### src/common/temp_monitor_regs.vh
`ifndef TEMP_MONITOR_REGS_VH
`define TEMP_MONITOR_REGS_VH
`define ADDR_LOCAL_VALUE   8'h00
`define ADDR_REMOTE_VALUE  8'h04
`define ADDR_STATUS        8'h08
`define ADDR_CONFIG        8'h0c
`define ADDR_RATE          8'h10
`define ADDR_LOCAL_HIGH    8'h14
`define ADDR_LOCAL_LOW     8'h18
`define ADDR_REMOTE_HIGH   8'h1c
`define ADDR_REMOTE_LOW    8'h20
`define ADDR_ONE_SHOT      8'h24
`define ADDR_REVISION      8'h28
`define ADDR_IRQ_MASK      8'h2c
`define BIT_BUSY           7
`define BIT_LOCAL_HIGH     6
`define BIT_LOCAL_LOW      5
`define BIT_REMOTE_HIGH    4
`define BIT_REMOTE_LOW     3
`define BIT_OPEN           2
`define BIT_CFG_MASK       7
`define BIT_CFG_STOP       6
`define RST_VALUE          8'h80
`define RST_CONFIG         8'h00
`define RST_RATE           8'h02
`define RST_HIGH_LIMIT     8'h7f
`define RST_LOW_LIMIT      8'hc9
`define RST_IRQ_MASK       8'h00
`define FLAG_MASK          8'h7c
`define AVG_COUNT          16
`define AVG_SHIFT          4
`define RAW_PERIOD_CYCLES  64
`endif

### src/verilog/temp_averager.v
`timescale 1ns/1ns
`include "temp_monitor_regs.vh"
module temp_averager #(
  parameter COUNT = `AVG_COUNT,
  parameter SHIFT = `AVG_SHIFT
) (
  input  wire       pclk,
  input  wire       presetn,
  input  wire       clear,
  input  wire       sample_valid,
  input  wire [7:0] sample,
  output reg  [7:0] result,
  output reg        result_valid
);
  reg [11:0] sum;
  reg [4:0]  count;
  wire [11:0] next_sum = sum + {{4{sample[7]}}, sample};
  wire [11:0] mean     = $signed(next_sum) >>> SHIFT;

  // negative or oversized means clamp into the measurable range
  function [7:0] clamp;
    input [11:0] v;
    begin
      if (v[11])
        clamp = 8'h00;
      else if (v[10:7] != 4'h0)
        clamp = 8'h7f;
      else
        clamp = v[7:0];
    end
  endfunction

  always @(posedge pclk or negedge presetn) begin
    if (!presetn) begin
      sum          <= 12'h000;
      count        <= 5'h00;
      result       <= 8'h00;
      result_valid <= 1'b0;
    end else begin
      result_valid <= 1'b0;
      if (clear) begin
        sum   <= 12'h000;
        count <= 5'h00;
      end else if (sample_valid) begin
        if (count == COUNT - 1) begin
          result       <= clamp(mean);
          result_valid <= 1'b1;
          sum          <= 12'h000;
          count        <= 5'h00;
        end else begin
          sum   <= next_sum;
          count <= count + 5'h01;
        end
      end
    end
  end
endmodule // temp_averager

### src/verilog/dual_temp_monitor_core.v
// Design decisions made here: the APB slave port and the register offsets.
`timescale 1ns/1ns
`include "temp_monitor_regs.vh"
module dual_temp_monitor_core #(
  parameter [3:0] PART_CODE    = 4'h5, // arbitrary identification value
  parameter [3:0] DIE_REVISION = 4'h1, // arbitrary
  parameter       RAW_PERIOD   = `RAW_PERIOD_CYCLES
) (
  input  wire        pclk,
  input  wire        presetn,
  input  wire        psel,
  input  wire        penable,
  input  wire        pwrite,
  input  wire [7:0]  paddr,
  input  wire [31:0] pwdata,
  output reg  [31:0] prdata,
  output wire        pready,
  output wire        pslverr,
  input  wire        sleep_select_n,
  input  wire [7:0]  local_raw,
  input  wire [7:0]  remote_raw,
  input  wire        remote_open,
  output wire        alert_n_o,
  output wire        alert_n_oe,
  output wire        irq
);
  reg  [7:0]  local_value;
  reg  [7:0]  remote_value;
  reg  [7:0]  config_reg;
  reg  [7:0]  rate;
  reg  [7:0]  local_high;
  reg  [7:0]  local_low;
  reg  [7:0]  remote_high;
  reg  [7:0]  remote_low;
  reg  [7:0]  irq_mask;
  reg  [7:0]  flags;
  reg  [7:0]  irq_status;
  reg         sleep_select_n_meta;
  reg         sleep_select_n_sync;
  reg         open_meta;
  reg         open_sync;
  reg         channel;
  reg  [1:0]  boot_state;
  reg  [15:0] raw_timer;
  reg  [7:0]  rate_timer;
  reg         one_shot;
  reg         have_local;
  reg         have_remote;
  reg         compare_en;

  localparam BOOT_WAIT = 2'b00;
  localparam BOOT_RUN  = 2'b01;
  localparam BOOT_DONE = 2'b10;

  wire wr   = psel && penable && pwrite;
  wire rd   = psel && penable && !pwrite;
  wire standby  = config_reg[`BIT_CFG_STOP] || !sleep_select_n_sync;
  wire running  = (!standby || one_shot) && boot_state != BOOT_WAIT;

  assign pready  = 1'b1;
  assign pslverr = 1'b0;

  function [7:0] period_of;
    input [2:0] code;
    begin
      period_of = 8'h80 >> code;
    end
  endfunction

  function signed_lt;
    input [7:0] a;
    input [7:0] b;
    begin
      signed_lt = $signed(a) < $signed(b);
    end
  endfunction

  // pin inputs pass two flip-flops before use
  always @(posedge pclk or negedge presetn) begin
    if (!presetn) begin
      sleep_select_n_meta <= 1'b1;
      sleep_select_n_sync <= 1'b1;
      open_meta <= 1'b0;
      open_sync <= 1'b0;
    end else begin
      sleep_select_n_meta <= sleep_select_n;
      sleep_select_n_sync <= sleep_select_n_meta;
      open_meta <= remote_open;
      open_sync <= open_meta;
    end
  end

  // the strap is read once the synchronised pin has settled after release
  reg [1:0] settle;
  always @(posedge pclk or negedge presetn) begin
    if (!presetn) begin
      boot_state <= BOOT_WAIT;
      settle     <= 2'b00;
      compare_en <= 1'b0;
    end else begin
      case (boot_state)
        BOOT_WAIT: begin
          settle <= settle + 2'b01;
          if (settle == 2'b11) begin
            if (!sleep_select_n_sync) begin
              boot_state <= BOOT_DONE;
              compare_en <= 1'b1;
            end else begin
              boot_state <= BOOT_RUN;
            end
          end
        end
        BOOT_RUN: begin
          if (have_local && have_remote) begin
            boot_state <= BOOT_DONE;
            compare_en <= 1'b1;
          end
        end
        BOOT_DONE: boot_state <= BOOT_DONE;
        default:   boot_state <= BOOT_WAIT;
      endcase
    end
  end

  // raw sample strobe; each raw cycle divides down by the rate code
  wire raw_tick = running && raw_timer == RAW_PERIOD - 1 && rate_timer == 8'h00;
  always @(posedge pclk or negedge presetn) begin
    if (!presetn) begin
      raw_timer  <= 16'h0000;
      rate_timer <= 8'h00;
    end else if (!running) begin
      raw_timer  <= 16'h0000;
      rate_timer <= 8'h00;
    end else if (raw_timer == RAW_PERIOD - 1) begin
      raw_timer  <= 16'h0000;
      rate_timer <= (rate_timer == 8'h00) ? period_of(rate[2:0]) - 8'h01 : rate_timer - 8'h01;
    end else begin
      raw_timer <= raw_timer + 16'h0001;
    end
  end

  wire [7:0] avg_result;
  wire       avg_valid;
  temp_averager u_avg (
    .pclk         (pclk),
    .presetn      (presetn),
    .clear        (!running),
    .sample_valid (raw_tick),
    .sample       (channel ? remote_raw : local_raw),
    .result       (avg_result),
    .result_valid (avg_valid)
  );

  always @(posedge pclk or negedge presetn) begin
    if (!presetn) begin
      local_value  <= `RST_VALUE;
      remote_value <= `RST_VALUE;
      channel      <= 1'b0;
      have_local   <= 1'b0;
      have_remote  <= 1'b0;
      one_shot     <= 1'b0;
    end else begin
      if (avg_valid) begin
        channel <= ~channel;
        if (channel) begin
          remote_value <= avg_result;
          have_remote  <= 1'b1;
          one_shot     <= 1'b0;
        end else begin
          local_value <= avg_result;
          have_local  <= 1'b1;
        end
      end
      // a single conversion covers both channels, local first; a request during one is ignored
      if (wr && paddr == `ADDR_ONE_SHOT && standby && !one_shot) begin
        one_shot <= 1'b1;
        channel  <= 1'b0;
      end
    end
  end

  wire [7:0] cond;
  assign cond[7]                = 1'b0;
  assign cond[`BIT_LOCAL_HIGH]  = compare_en && signed_lt(local_high, local_value);
  assign cond[`BIT_LOCAL_LOW]   = compare_en && signed_lt(local_value, local_low);
  assign cond[`BIT_REMOTE_HIGH] = compare_en && signed_lt(remote_high, remote_value);
  assign cond[`BIT_REMOTE_LOW]  = compare_en && signed_lt(remote_value, remote_low);
  assign cond[`BIT_OPEN]        = compare_en && open_sync;
  assign cond[1:0]              = 2'b00;

  wire status_rd = rd && paddr == `ADDR_STATUS;
  wire [7:0] flag_events = cond & ~flags;

  // a live condition keeps its flag set through a status read
  always @(posedge pclk or negedge presetn) begin
    if (!presetn)
      flags <= 8'h00;
    else if (status_rd)
      flags <= cond;
    else
      flags <= flags | cond;
  end

  always @(posedge pclk or negedge presetn) begin
    if (!presetn) begin
      config_reg  <= `RST_CONFIG;
      rate        <= `RST_RATE;
      local_high  <= `RST_HIGH_LIMIT;
      local_low   <= `RST_LOW_LIMIT;
      remote_high <= `RST_HIGH_LIMIT;
      remote_low  <= `RST_LOW_LIMIT;
      irq_mask    <= `RST_IRQ_MASK;
    end else if (wr) begin
      case (paddr)
        `ADDR_CONFIG:      config_reg  <= pwdata[7:0] & 8'hc0;
        `ADDR_RATE:        rate        <= pwdata[7:0] & 8'h07;
        `ADDR_LOCAL_HIGH:  local_high  <= pwdata[7:0];
        `ADDR_LOCAL_LOW:   local_low   <= pwdata[7:0];
        `ADDR_REMOTE_HIGH: remote_high <= pwdata[7:0];
        `ADDR_REMOTE_LOW:  remote_low  <= pwdata[7:0];
        `ADDR_IRQ_MASK:    irq_mask    <= pwdata[7:0] & `FLAG_MASK;
        default:           irq_mask    <= irq_mask;
      endcase
    end
  end

  // sticky event bits, write one to clear; a new event wins over the clear
  wire [7:0] w1c = (wr && paddr == `ADDR_STATUS) ? pwdata[7:0] : 8'h00;
  always @(posedge pclk or negedge presetn) begin
    if (!presetn)
      irq_status <= 8'h00;
    else
      irq_status <= ((irq_status & ~w1c) | flag_events) & `FLAG_MASK;
  end

  assign irq = |(irq_status & irq_mask);

  // alert is a plain level of the latched flags so the mask hides pending ones too
  assign alert_n_o  = 1'b0;
  assign alert_n_oe = (|(flags & `FLAG_MASK)) && !config_reg[`BIT_CFG_MASK];

  wire busy = running;
  always @(posedge pclk or negedge presetn) begin
    if (!presetn)
      prdata <= 32'h00000000;
    else if (psel && !penable && !pwrite) begin
      case (paddr)
        `ADDR_LOCAL_VALUE:  prdata <= {24'h000000, local_value};
        `ADDR_REMOTE_VALUE: prdata <= {24'h000000, remote_value};
        `ADDR_STATUS:       prdata <= {24'h000000, busy, flags[6:0] & 7'h7c};
        `ADDR_CONFIG:       prdata <= {24'h000000, config_reg};
        `ADDR_RATE:         prdata <= {24'h000000, rate};
        `ADDR_LOCAL_HIGH:   prdata <= {24'h000000, local_high};
        `ADDR_LOCAL_LOW:    prdata <= {24'h000000, local_low};
        `ADDR_REMOTE_HIGH:  prdata <= {24'h000000, remote_high};
        `ADDR_REMOTE_LOW:   prdata <= {24'h000000, remote_low};
        `ADDR_REVISION:     prdata <= {24'h000000, PART_CODE, DIE_REVISION};
        `ADDR_IRQ_MASK:     prdata <= {24'h000000, irq_mask};
        default:            prdata <= 32'h00000000;
      endcase
    end
  end
endmodule // dual_temp_monitor_core

### config.mk
export PLATFORM = sky130hd
export DESIGN_NAME = dual_temp_monitor_core
export DESIGN_NICKNAME = d
export VERILOG_FILES = /design/src/verilog/temp_averager.v /design/src/verilog/dual_temp_monitor_core.v
export VERILOG_INCLUDE_DIRS = /design/src /design/src/common
export SDC_FILE = /design/constraint.sdc
export NUM_CORES = 1
export LEC_CHECK = 0
export ABC_AREA = 1
export BUFFER_PORTS_ARGS = -buffer_cell sky130_fd_sc_hd__buf_4
export CORE_ASPECT_RATIO = 0.9
export CORE_MARGIN = 2
export CORE_UTILIZATION = 45
export CTS_BUF_LIST = sky130_fd_sc_hd__clkbuf_2
export CTS_CLUSTER_SIZE = 14
export DETAILED_ROUTE_END_ITERATION = 16
export GPL_ROUTABILITY_DRIVEN = 1
export PLACE_DENSITY = 0.65
export SKIP_CTS_REPAIR_TIMING = 1
export SLEW_MARGIN = 10
export SYNTH_ARGS = -nofsm -noshare
export SYNTH_HDL_FRONTEND = slang
export SYNTH_SLANG_ARGS = --single-unit
### constraint.sdc
create_clock -name pclk -period 4.1 [get_ports pclk]
set_input_delay 0 -clock pclk [delete_from_list [all_inputs] [get_ports pclk]]
set_output_delay 0 -clock pclk [all_outputs]
set_load 0.01 [all_outputs]
Yosys cells after proc, flatten, opt, wreduce, memory -nomap -nowiden:

Index checks and enable logic that the tools add are counted.

* bits in registers: 166
* output and inout port bits: 37
* logic and storage cells: 151

* add/sub/neg operators: 6
* $lt $le $gt $ge: 4
* equal/unequal tests: 21
* shifts and indexed selects: 1
* mux-type cells: 32
* bitwise gates (word level): 8
* reduce and logical (&&, ||, !) cells: 50

Operator list (count)
* $pmux 8 s11: 1
* $mux 8: 5
* $mux 12: 3
* $eq 8x5->1 const B: 4
* $eq 8x6->1 const B: 4
* $lt 8x8->1: 4
* $mux 16: 2
* $reduce_and 2->1: 11
* $and 7x7->7: 3
* $logic_and 1x1->1: 20
* $add 16x1->16 const B: 1
* $eq 16x6->1 const B: 1
* $eq 8x4->1 const B: 2
* $logic_not 8->1: 2
* $sub 8x1->8 const B: 2
* $mux 5: 3
* $mux 7: 2
* $not 7->7: 2
* $add 12x12->12: 1
* $mux 1: 11
* $eq 8x3->1 const B: 1
* $or 8x7->8: 1
* $reduce_bool 2->1: 4
* $reduce_or 8->1: 1
* 19 further kinds: 31

Depth between registers and ports, before layout:

Gate-level depths: netlist of the first run.

* depth after elaboration: 9
* mapped depth: 14

Modules after synthesis:

Synthesis of the first run repeated with hierarchy kept, for this count alone.

* cell total of the unflattened synthesis: 1078
* area total of the unflattened synthesis: 8331.7 um^2

By module, submodules not included
* dual_temp_monitor_core: times used 1, cells each 855, area an instance 6672.6 um^2, seq. area each 2861.5 um^2
* temp_averager: times used 1, cells each 223, area an instance 1659.1 um^2, seq. area each 625.6 um^2

Worst setup path after synthesis of the first run:

Ideal clock, no wire load.

* path kind: register to register
* from: register channel
* to: register u_avg.result[2]
* arrival time: 1.970 ns
* setup slack: 2.011 ns
* cell stages (with the launch flop): 12
* cell sequence: dfrtp_1 clkbuf_1 nand2_1 nand2_1 ha_1 fa_1 nand3_1 nand2_1 a21oi_1 xor2_1 nand3b_1 nand2_1

* longest elaborated chain between the ends: 3

RTL lines
* from (decl): RTL line dual_temp_monitor_core.v:42 `reg channel;`
* from (signal assigned): RTL line dual_temp_monitor_core.v:164 `channel <= ~channel;`
* $mux 8: RTL line dual_temp_monitor_core.v:149 `.sample (channel ? remote_raw : local_raw),`
* $add 12x12->12: RTL line temp_averager.v:17 `wire [11:0] next_sum = sum + {{4{sample[7]}}, sample};`
* $mux 7: RTL line temp_averager.v:24 `if (v[11])`
* to (signal assigned): RTL line temp_averager.v:46 `result <= clamp(mean);`
* to (decl): RTL line temp_averager.v:12 `output reg [7:0] result,`

Every way passes these cells.
A chain may end at the register's enable or synchronous reset.

Worst setup path after layout of the first run:

Ends and elaborated chain as after synthesis.

==> summary.txt, run 1 <==
Clock tree
  – CTS tree: done
  – Worst-Skew Late Latency: 0.72 ns
  – Clock sinks: 138
  – Htree depth: 4
  – Clock buffer count from CTS: 17
  – Clk slew on worst S/H paths: 0.19 ns
  – Root Driver: clkbuf_2
  – Clk buf depth: 2

Final layout
  – Reg area: 0.00349 mm²
  – Syn-to-layout area delta: 14.9%
  – Share of layout cells above drive strength 1: 12.3%
  – Max reg flops: 16
  – Nets: 1223
  – Final Util: 53.2%
  – Area of the multi-input gates: 0.00379 mm²
  – Biggest register: raw_timer
  – Filler Cells Inserted: 1659
  – Regs by FF count: raw_timer x16, u_avg.sum x12

Worst setup path
  – Crit Path Max Fanout: 12
  – Critical Path Sink Type: flop
  – Critical path launch point: channel$_DFFE_PN0P_
  – Data arrival, critical path: 3.96 ns
  – Crit path capture: u_avg.result[2]$_DFFE_PN0P_
  – Worst reg2reg path depth: 12
  – Startpoint Class: flop
  – R2R Path End: u_avg.result[2]$_DFFE_PN0P_
  – CP Class: reg -> reg
  – Worst path required time: 4.73 ns
  – FF-to-FF Start: channel$_DFFE_PN0P_
  – Worst R2R Setup Slack: 0.77 ns

Global route
  – First-pass GRT wire length: 30200 µm
  – Initial antenna violation count: 1
  – Number of global-route vias before repair: 6168
  – Grt total ovfl: 0
  – GRT Total Usage: 20.7%
  – Largest net degree at the start of global routing: 106

Run
  – Max cap viols: 0

Detailed routing
  – Initial DRC Count: 457
  – TritonRoute pass-1 iters: 6
  – Residual DRC: 0
  – Wire length per cell: 13.8 µm
  – Vias per Instance: 4.94
  – Final WL: 18800 µm
  – Remaining antenna violation count: 0
  – Via Count: 6723

Floorplanning
  – Die Span X: 144 µm
  – # rows: 45
  – DIE AREA: 0.0186 mm²
  – Die height: 130 µm
  – Initial Utilization: 46.3%
  – Core area: 0.0171 mm²
  – Ports: 100

Hold path
  – Class of the worst hold path: in -> reg

Timing
  – Final Max Slew Viols: 0
  – RSZ-0062 raised after global routing: no
  – Slew headroom: 39.4%
  – Fmax: 300 MHz
  – Fin worst setup slack: 0.768 ns
  – Total Neg Setup Slack: 0 ns
  – Worst Skew: 0.0227 ns
  – Final hold viol count: 0
  – Least-Margin Pin Slew: 0.903 ns
  – Setup-failing EPs final: 0
  – Crit share post-route: 81.3%
  – Final worst path period need: 3.33 ns

Power and ir drop
  – PwrDens: 291 mW/mm²
  – Static Leakage: 0.00451 µW
  – Max rail drop VDD: 155 µV

Logic synthesis
  – Largest family of logic cells by synthesized area: simple AND/OR/NAND/NOR gates
  – Post-Synth Adder-Cell Area: 7.53%
  – Synth Register Bits: 138
  – Warnings from Yosys: 0
  – Syn_area_per_cell: 7.82 µm²
  – Mapped cell area: 0.00791 mm²
  – Synth Area in Compound Gates: 12.1%
  – Synth cell types: 48
  – Post-synth top cells: 303 x nand2_1, 117 x inv_1, 111 x dfrtp_1
  – Top-count cell post-synth: nand2_1
  – Share of the synthesized area in the top cell type: 35.1%
  – Asr flop ratio synth: 100%
  – Synth Area in Simple Gates: 25.8%
  – Syn Inst Count: 1011
  – Largest area contributor in the netlist: dfrtp_1
  – EDFF count, synth: 0
  – Most used DFF post-synth: dfrtp_1
  – Sequential-to-total area share from yosys stat: 44.1%
  – Mux cell area share after synthesis: 0%
  – XOR/XNOR Fraction of Synth Area: 1.22%
  – Top post-synthesis cells by area: dfrtp_1 35%, nand2_1 14%, dfstp_2 9.0%, ha_1 7.3%, o21ai_0 5.8%

Placed design
  – Post-detail-place hpwl: 13400 µm
  – Port bufs: 48
  – GPL Wtd Cong: 0.894
  – Pre-CTS setup slack: 1.32 ns

Outcome
  – Status: completed
-- per-stage QoR --
step	hold WS, ns	power [µW]	cell area, µm²	cells
floorplan	-0.296	1790	8000	1036
global placement	0.108	1900	8410	1283
detailed placement	0.109	1910	8410	1283
CTS	-0.697	2640	8610	1315
global route	0.00693	2810	9080	1362
finish	0.0179	2650	9080	1362
-- cells by family (layout without fill, tap and decap cells) --
logic type	count (synthesis)	count (layout)
and+or+nand+nor	477	477
AOI/OAI and AO/OA	176	176
buffers and inverters	160	250
DFF	138	138
adders and majority gates	47	47
xor gates and xnor gates	11	11
other	2	28
-- worst max-delay path, stage by stage, from the launching register on --
cell	delay [ns]
dfrtp_1	0.63
clkinv_1	0.39
nand2_1	0.14
nand2_1	0.05
dlygate4sd3_1	0.55
ha_1	0.21
fa_1	0.43
nand3_1	0.09
nand2_1	0.10
a21oi_1	0.18
xor2_1	0.29
nand3b_1	0.15
nand2_1	0.05
-- report_power, final --
part / internal, µW / total [µW] / switching, µW
Combinational: 163 / 465 / 301
Clock: 212 / 727 / 515
Sequential: 1420 / 1460 / 39.5
-- placed cells by master, fill, tap and decap left out, types with 4 or more instances in the layout --
cell type / instances
o21bai_1: 4
clkbuf_2: 18
clkinv_1: 6
o22ai_1: 6
nor3_1: 14
conb_1: 27
nand4_1: 11
o21ai_1: 15
nand2_1: 303
o21ai_0: 92
dfrtp_1: 111
clkinv_2: 4
inv_1: 117
xor2_1: 5
a21oi_1: 40
nand3_1: 49
ha_1: 46
nand3b_1: 5
dlygate4sd3_1: 45
nor2_4: 4
buf_4: 48
xnor2_1: 6
dfstp_2: 27
nor2_1: 69
nand2_2: 11
-- routing by layer --
metal,GRT usage [%],vias to the layer above,routed length [µm]
met3,4.84,24,902
met5,0,-,0
li1,-,3423,-
met4,5.19,0,294
met2,33.1,166,8500
met1,28.7,3110,9080
-- worst min-delay path by stage --
stage	startpoint	end	cells after the start
2_1_floorplan	presetn	boot_state[0]$_DFFE_PN0P_	0
3_3_place_gp	sleep_select_n	sleep_select_n_meta$_DFF_PN1_	1
3_5_place_dp	sleep_select_n	sleep_select_n_meta$_DFF_PN1_	1
4_1_cts	sleep_select_n	sleep_select_n_meta$_DFF_PN1_	1
5_1_grt	paddr[4]	irq_mask[2]$_DFFE_PN0P_	6
6_report	paddr[4]	prdata[3]$_DFFE_PN0P_	8
-- layout make-up --
type | instances | area share [%]
Sequential cell | 138 | 38.4
Inverter | 123 | 5.18
Tap cell | 235 | 3.24
Antenna cell | 1 | 0.0276
Multi-Input combinational cell | 738 | 41.7
Clock inverter | 14 | 1.16
Timing Repair Buffer | 95 | 9.27
Clock buffer | 18 | 0.992
(Power assumes the default switching activity.)
==> run 2, diff against run 1 <==
- PLACE_DENSITY: 0.65 -> 0.67
- clock period: 4.1 -> 2.7 ns (I/O delays scaled with it)
==> run 2 against run 1 <==
Against the previous run:
- global-route usage is 0.47 points higher
- sequential power is 51% higher
- core utilization up 0.29 points
- worst setup slack got worse by 0.72 ns
- non-clock buffer count grew 6
- cell area rose by 0.55%
- via count up 1.0%
- first-iteration DRC count is 7.2% lower
- power rose by 52%
- cell count increased by 0.22%
- largest cell class unchanged
- largest power group unchanged
- highest routed layer unchanged
==> summary.txt, run 2 (synthesis results as in run 1) <==
Outcome
  – Status: completed

Final layout
  – Most frequent cells in the layout: 303 x nand2_1, 117 x inv_1, 111 x dfrtp_1
  – Non-Filler Instances: 1365
  – Syn-to-layout area delta: 15.5%
  – Max reg flops: 16
  – Share of layout cells above drive strength 1: 12.7%
  – Filler Cells Inserted: 1619
  – Most common cell after layout, fill and taps aside: nand2_1
  – Antenna cells: 0
  – Biggest register: raw_timer
  – Nets: 1229
  – Regs by FF count: raw_timer x16, u_avg.sum x12

Worst setup path
  – Worst R2R Setup Slack: 0.32 ns
  – Max incr delay on CP: 0.79 ns
  – Data arrival, critical path: 3.26 ns
  – Worst path bufs/invs: 5
  – Top delay family on crit path: buffers and inverters
  – Crit Path Max Fanout: 6
  – Critical path launch point: psel
  – Startpoint Class: input pin
  – Critical Path Sink Type: flop
  – CP Cell Sequence: dlygate4sd3_1 -> buf_4 -> nand2_1 -> dlygate4sd3_1 -> nor2_2 -> dlygate4sd3_1 -> nand2_1 -> dlygate4sd3_1 -> nand2_1 -> o21ai_0
  – Worst path required time: 3.31 ns
  – CP max-delay cell: dlygate4sd3_1
  – CP Class: in -> reg
  – CP dominant cell by count: dlygate4sd3_1
  – Worst reg2reg path depth: 12
  – Crit path capture: rate[0]$_DFFE_PN0P_
  – Stages on worst setup path: 10
  – FF-to-FF Start: channel$_DFFE_PN0P_
  – R2R Path End: u_avg.result[5]$_DFFE_PN0P_

Clock tree
  – CTS tree: done
  – Worst-Skew Late Latency: 0.72 ns
  – Clock buffer count from CTS: 17
  – Clk slew on worst S/H paths: 0.19 ns
  – Clk buf depth: 2
  – Clock sinks: 138
  – Root Driver: clkbuf_2
  – Htree depth: 4

Global route
  – Largest net degree at the start of global routing: 74
  – Grt total ovfl: 0
  – Number of global-route vias before repair: 6296
  – First-pass GRT wire length: 30800 µm
  – GRT Total Usage: 21.2%
  – Initial antenna violation count: 0

Timing
  – Least-Margin Pin Slew: 0.838 ns
  – Fmax: 377 MHz
  – Setup-failing EPs final: 0
  – Final Max Slew Viols: 0
  – Crit share post-route: 98.3%
  – Worst Skew: 0.0487 ns
  – Slew headroom: 43.9%
  – Final worst path period need: 2.65 ns
  – Fin worst setup slack: 0.0466 ns
  – Total Neg Setup Slack: 0 ns
  – Final hold viol count: 0
  – RSZ-0062 raised after global routing: no

Placed design
  – GPL Wtd Cong: 0.915
  – Pre-CTS setup slack: 0.350 ns
  – Cells after DPL: 1288
  – Port bufs: 48
  – Post-detail-place hpwl: 13900 µm

Detailed routing
  – Via Count: 6793
  – Remaining antenna violation count: 0
  – Final WL: 19500 µm
  – Initial DRC Count: 424
  – Residual DRC: 0
  – TritonRoute pass-1 iters: 7
  – Vias per Instance: 4.98
  – Wire length per cell: 14.3 µm

Floorplanning
  – Initial Utilization: 46.3%
  – Core area: 0.0171 mm²
  – # rows: 45
  – Die height: 130 µm
  – Die Span X: 144 µm
  – DIE AREA: 0.0186 mm²
  – Ports: 100

Power and ir drop
  – Static Leakage: 0.00454 µW
  – Max rail drop VDD: 247 µV
  – PwrDens: 441 mW/mm²

Run
  – Max cap viols: 0

Hold path
  – Class of the worst hold path: in -> reg
==> run 2: cell count changes in the layout (fill, tap and decap cells not counted) <==
| cell | before | now |
|---|---|---|
| inv_6 | 2 | 0 |
| clkinv_4 | 2 | 1 |
| clkinvlp_4 | 2 | 3 |
| buf_16 | 0 | 1 |
| clkbuf_2 | 18 | 20 |
| clkinv_1 | 6 | 3 |
| clkinv_2 | 4 | 5 |
| dlygate4sd3_1 | 45 | 46 |
| buf_4 | 48 | 52 |
| diode_2 | 1 | 0 |
==> run 2: power breakdown <==
| group | internal (µW) | switching, µW | total (µW) |
|---|---|---|---|
| Combinational | 264 | 466 | 730 |
| Sequential | 2150 | 61.1 | 2210 |
| Clock | 319 | 766 | 1080 |
==> run 2: final cells by class <==
cell class                      instances  area (µm²)  area share, %
Clock buffer                           20         100           1.10
Clock inverter                         10        80.1          0.877
Inverter                              123         470           5.15
Multi-Input combinational cell        738        3790           41.5
Sequential cell                       138        3490           38.2
Tap cell                              235         294           3.22
Timing Repair Buffer                  101         910           9.96
==> run 2: per-layer routing <==
metal | track usage [%] | part of all wire, % | vias to the layer above | wire [µm]
met5 | 0 | 0 | - | 0
met4 | 6.00 | 1.7 | 0 | 334
met3 | 4.99 | 4.3 | 21 | 829
met2 | 33.4 | 46 | 142 | 8950
met1 | 29.5 | 48 | 3193 | 9350
li1 | - | - | 3437 | -
==> run 2: how the worst min path moves through the flow <==
stage / from / to / cells past startpoint
after floorplan: presetn / boot_state[0]$_DFFE_PN0P_ / 0
after global placement: presetn / flags[6]$_DFF_PN0_ / 1
after detailed placement: presetn / flags[6]$_DFF_PN0_ / 1
after CTS: presetn / local_low[5]$_DFFE_PN0P_ / 1
after global routing: remote_raw[2] / u_avg.sum[3]$_DFFE_PN0P_ / 8
final: remote_raw[2] / u_avg.sum[3]$_DFFE_PN0P_ / 8
==> run 2: through the flow <==
stage	power, µW	utilization [%]	area [µm²]	hold slack [ns]
after detailed placement	2930	49.6	8460	0.0781
after floorplan	2720	-	8000	-0.296
after global routing	4280	53.5	9130	0.0182
final	4030	53.5	9130	0.0142
after CTS	4000	50.7	8640	-0.728
after global placement	2910	49.6	8460	0.0718
==> run 2: worst reg2reg max path, delay by kind of cell (launching register included) <==
kind	cells	cell delay, ns
simple gates	7	0.82
fa+ha+maj	1	0.41
flops	1	0.40
compound gates	2	0.37
buf+inv	2	0.31
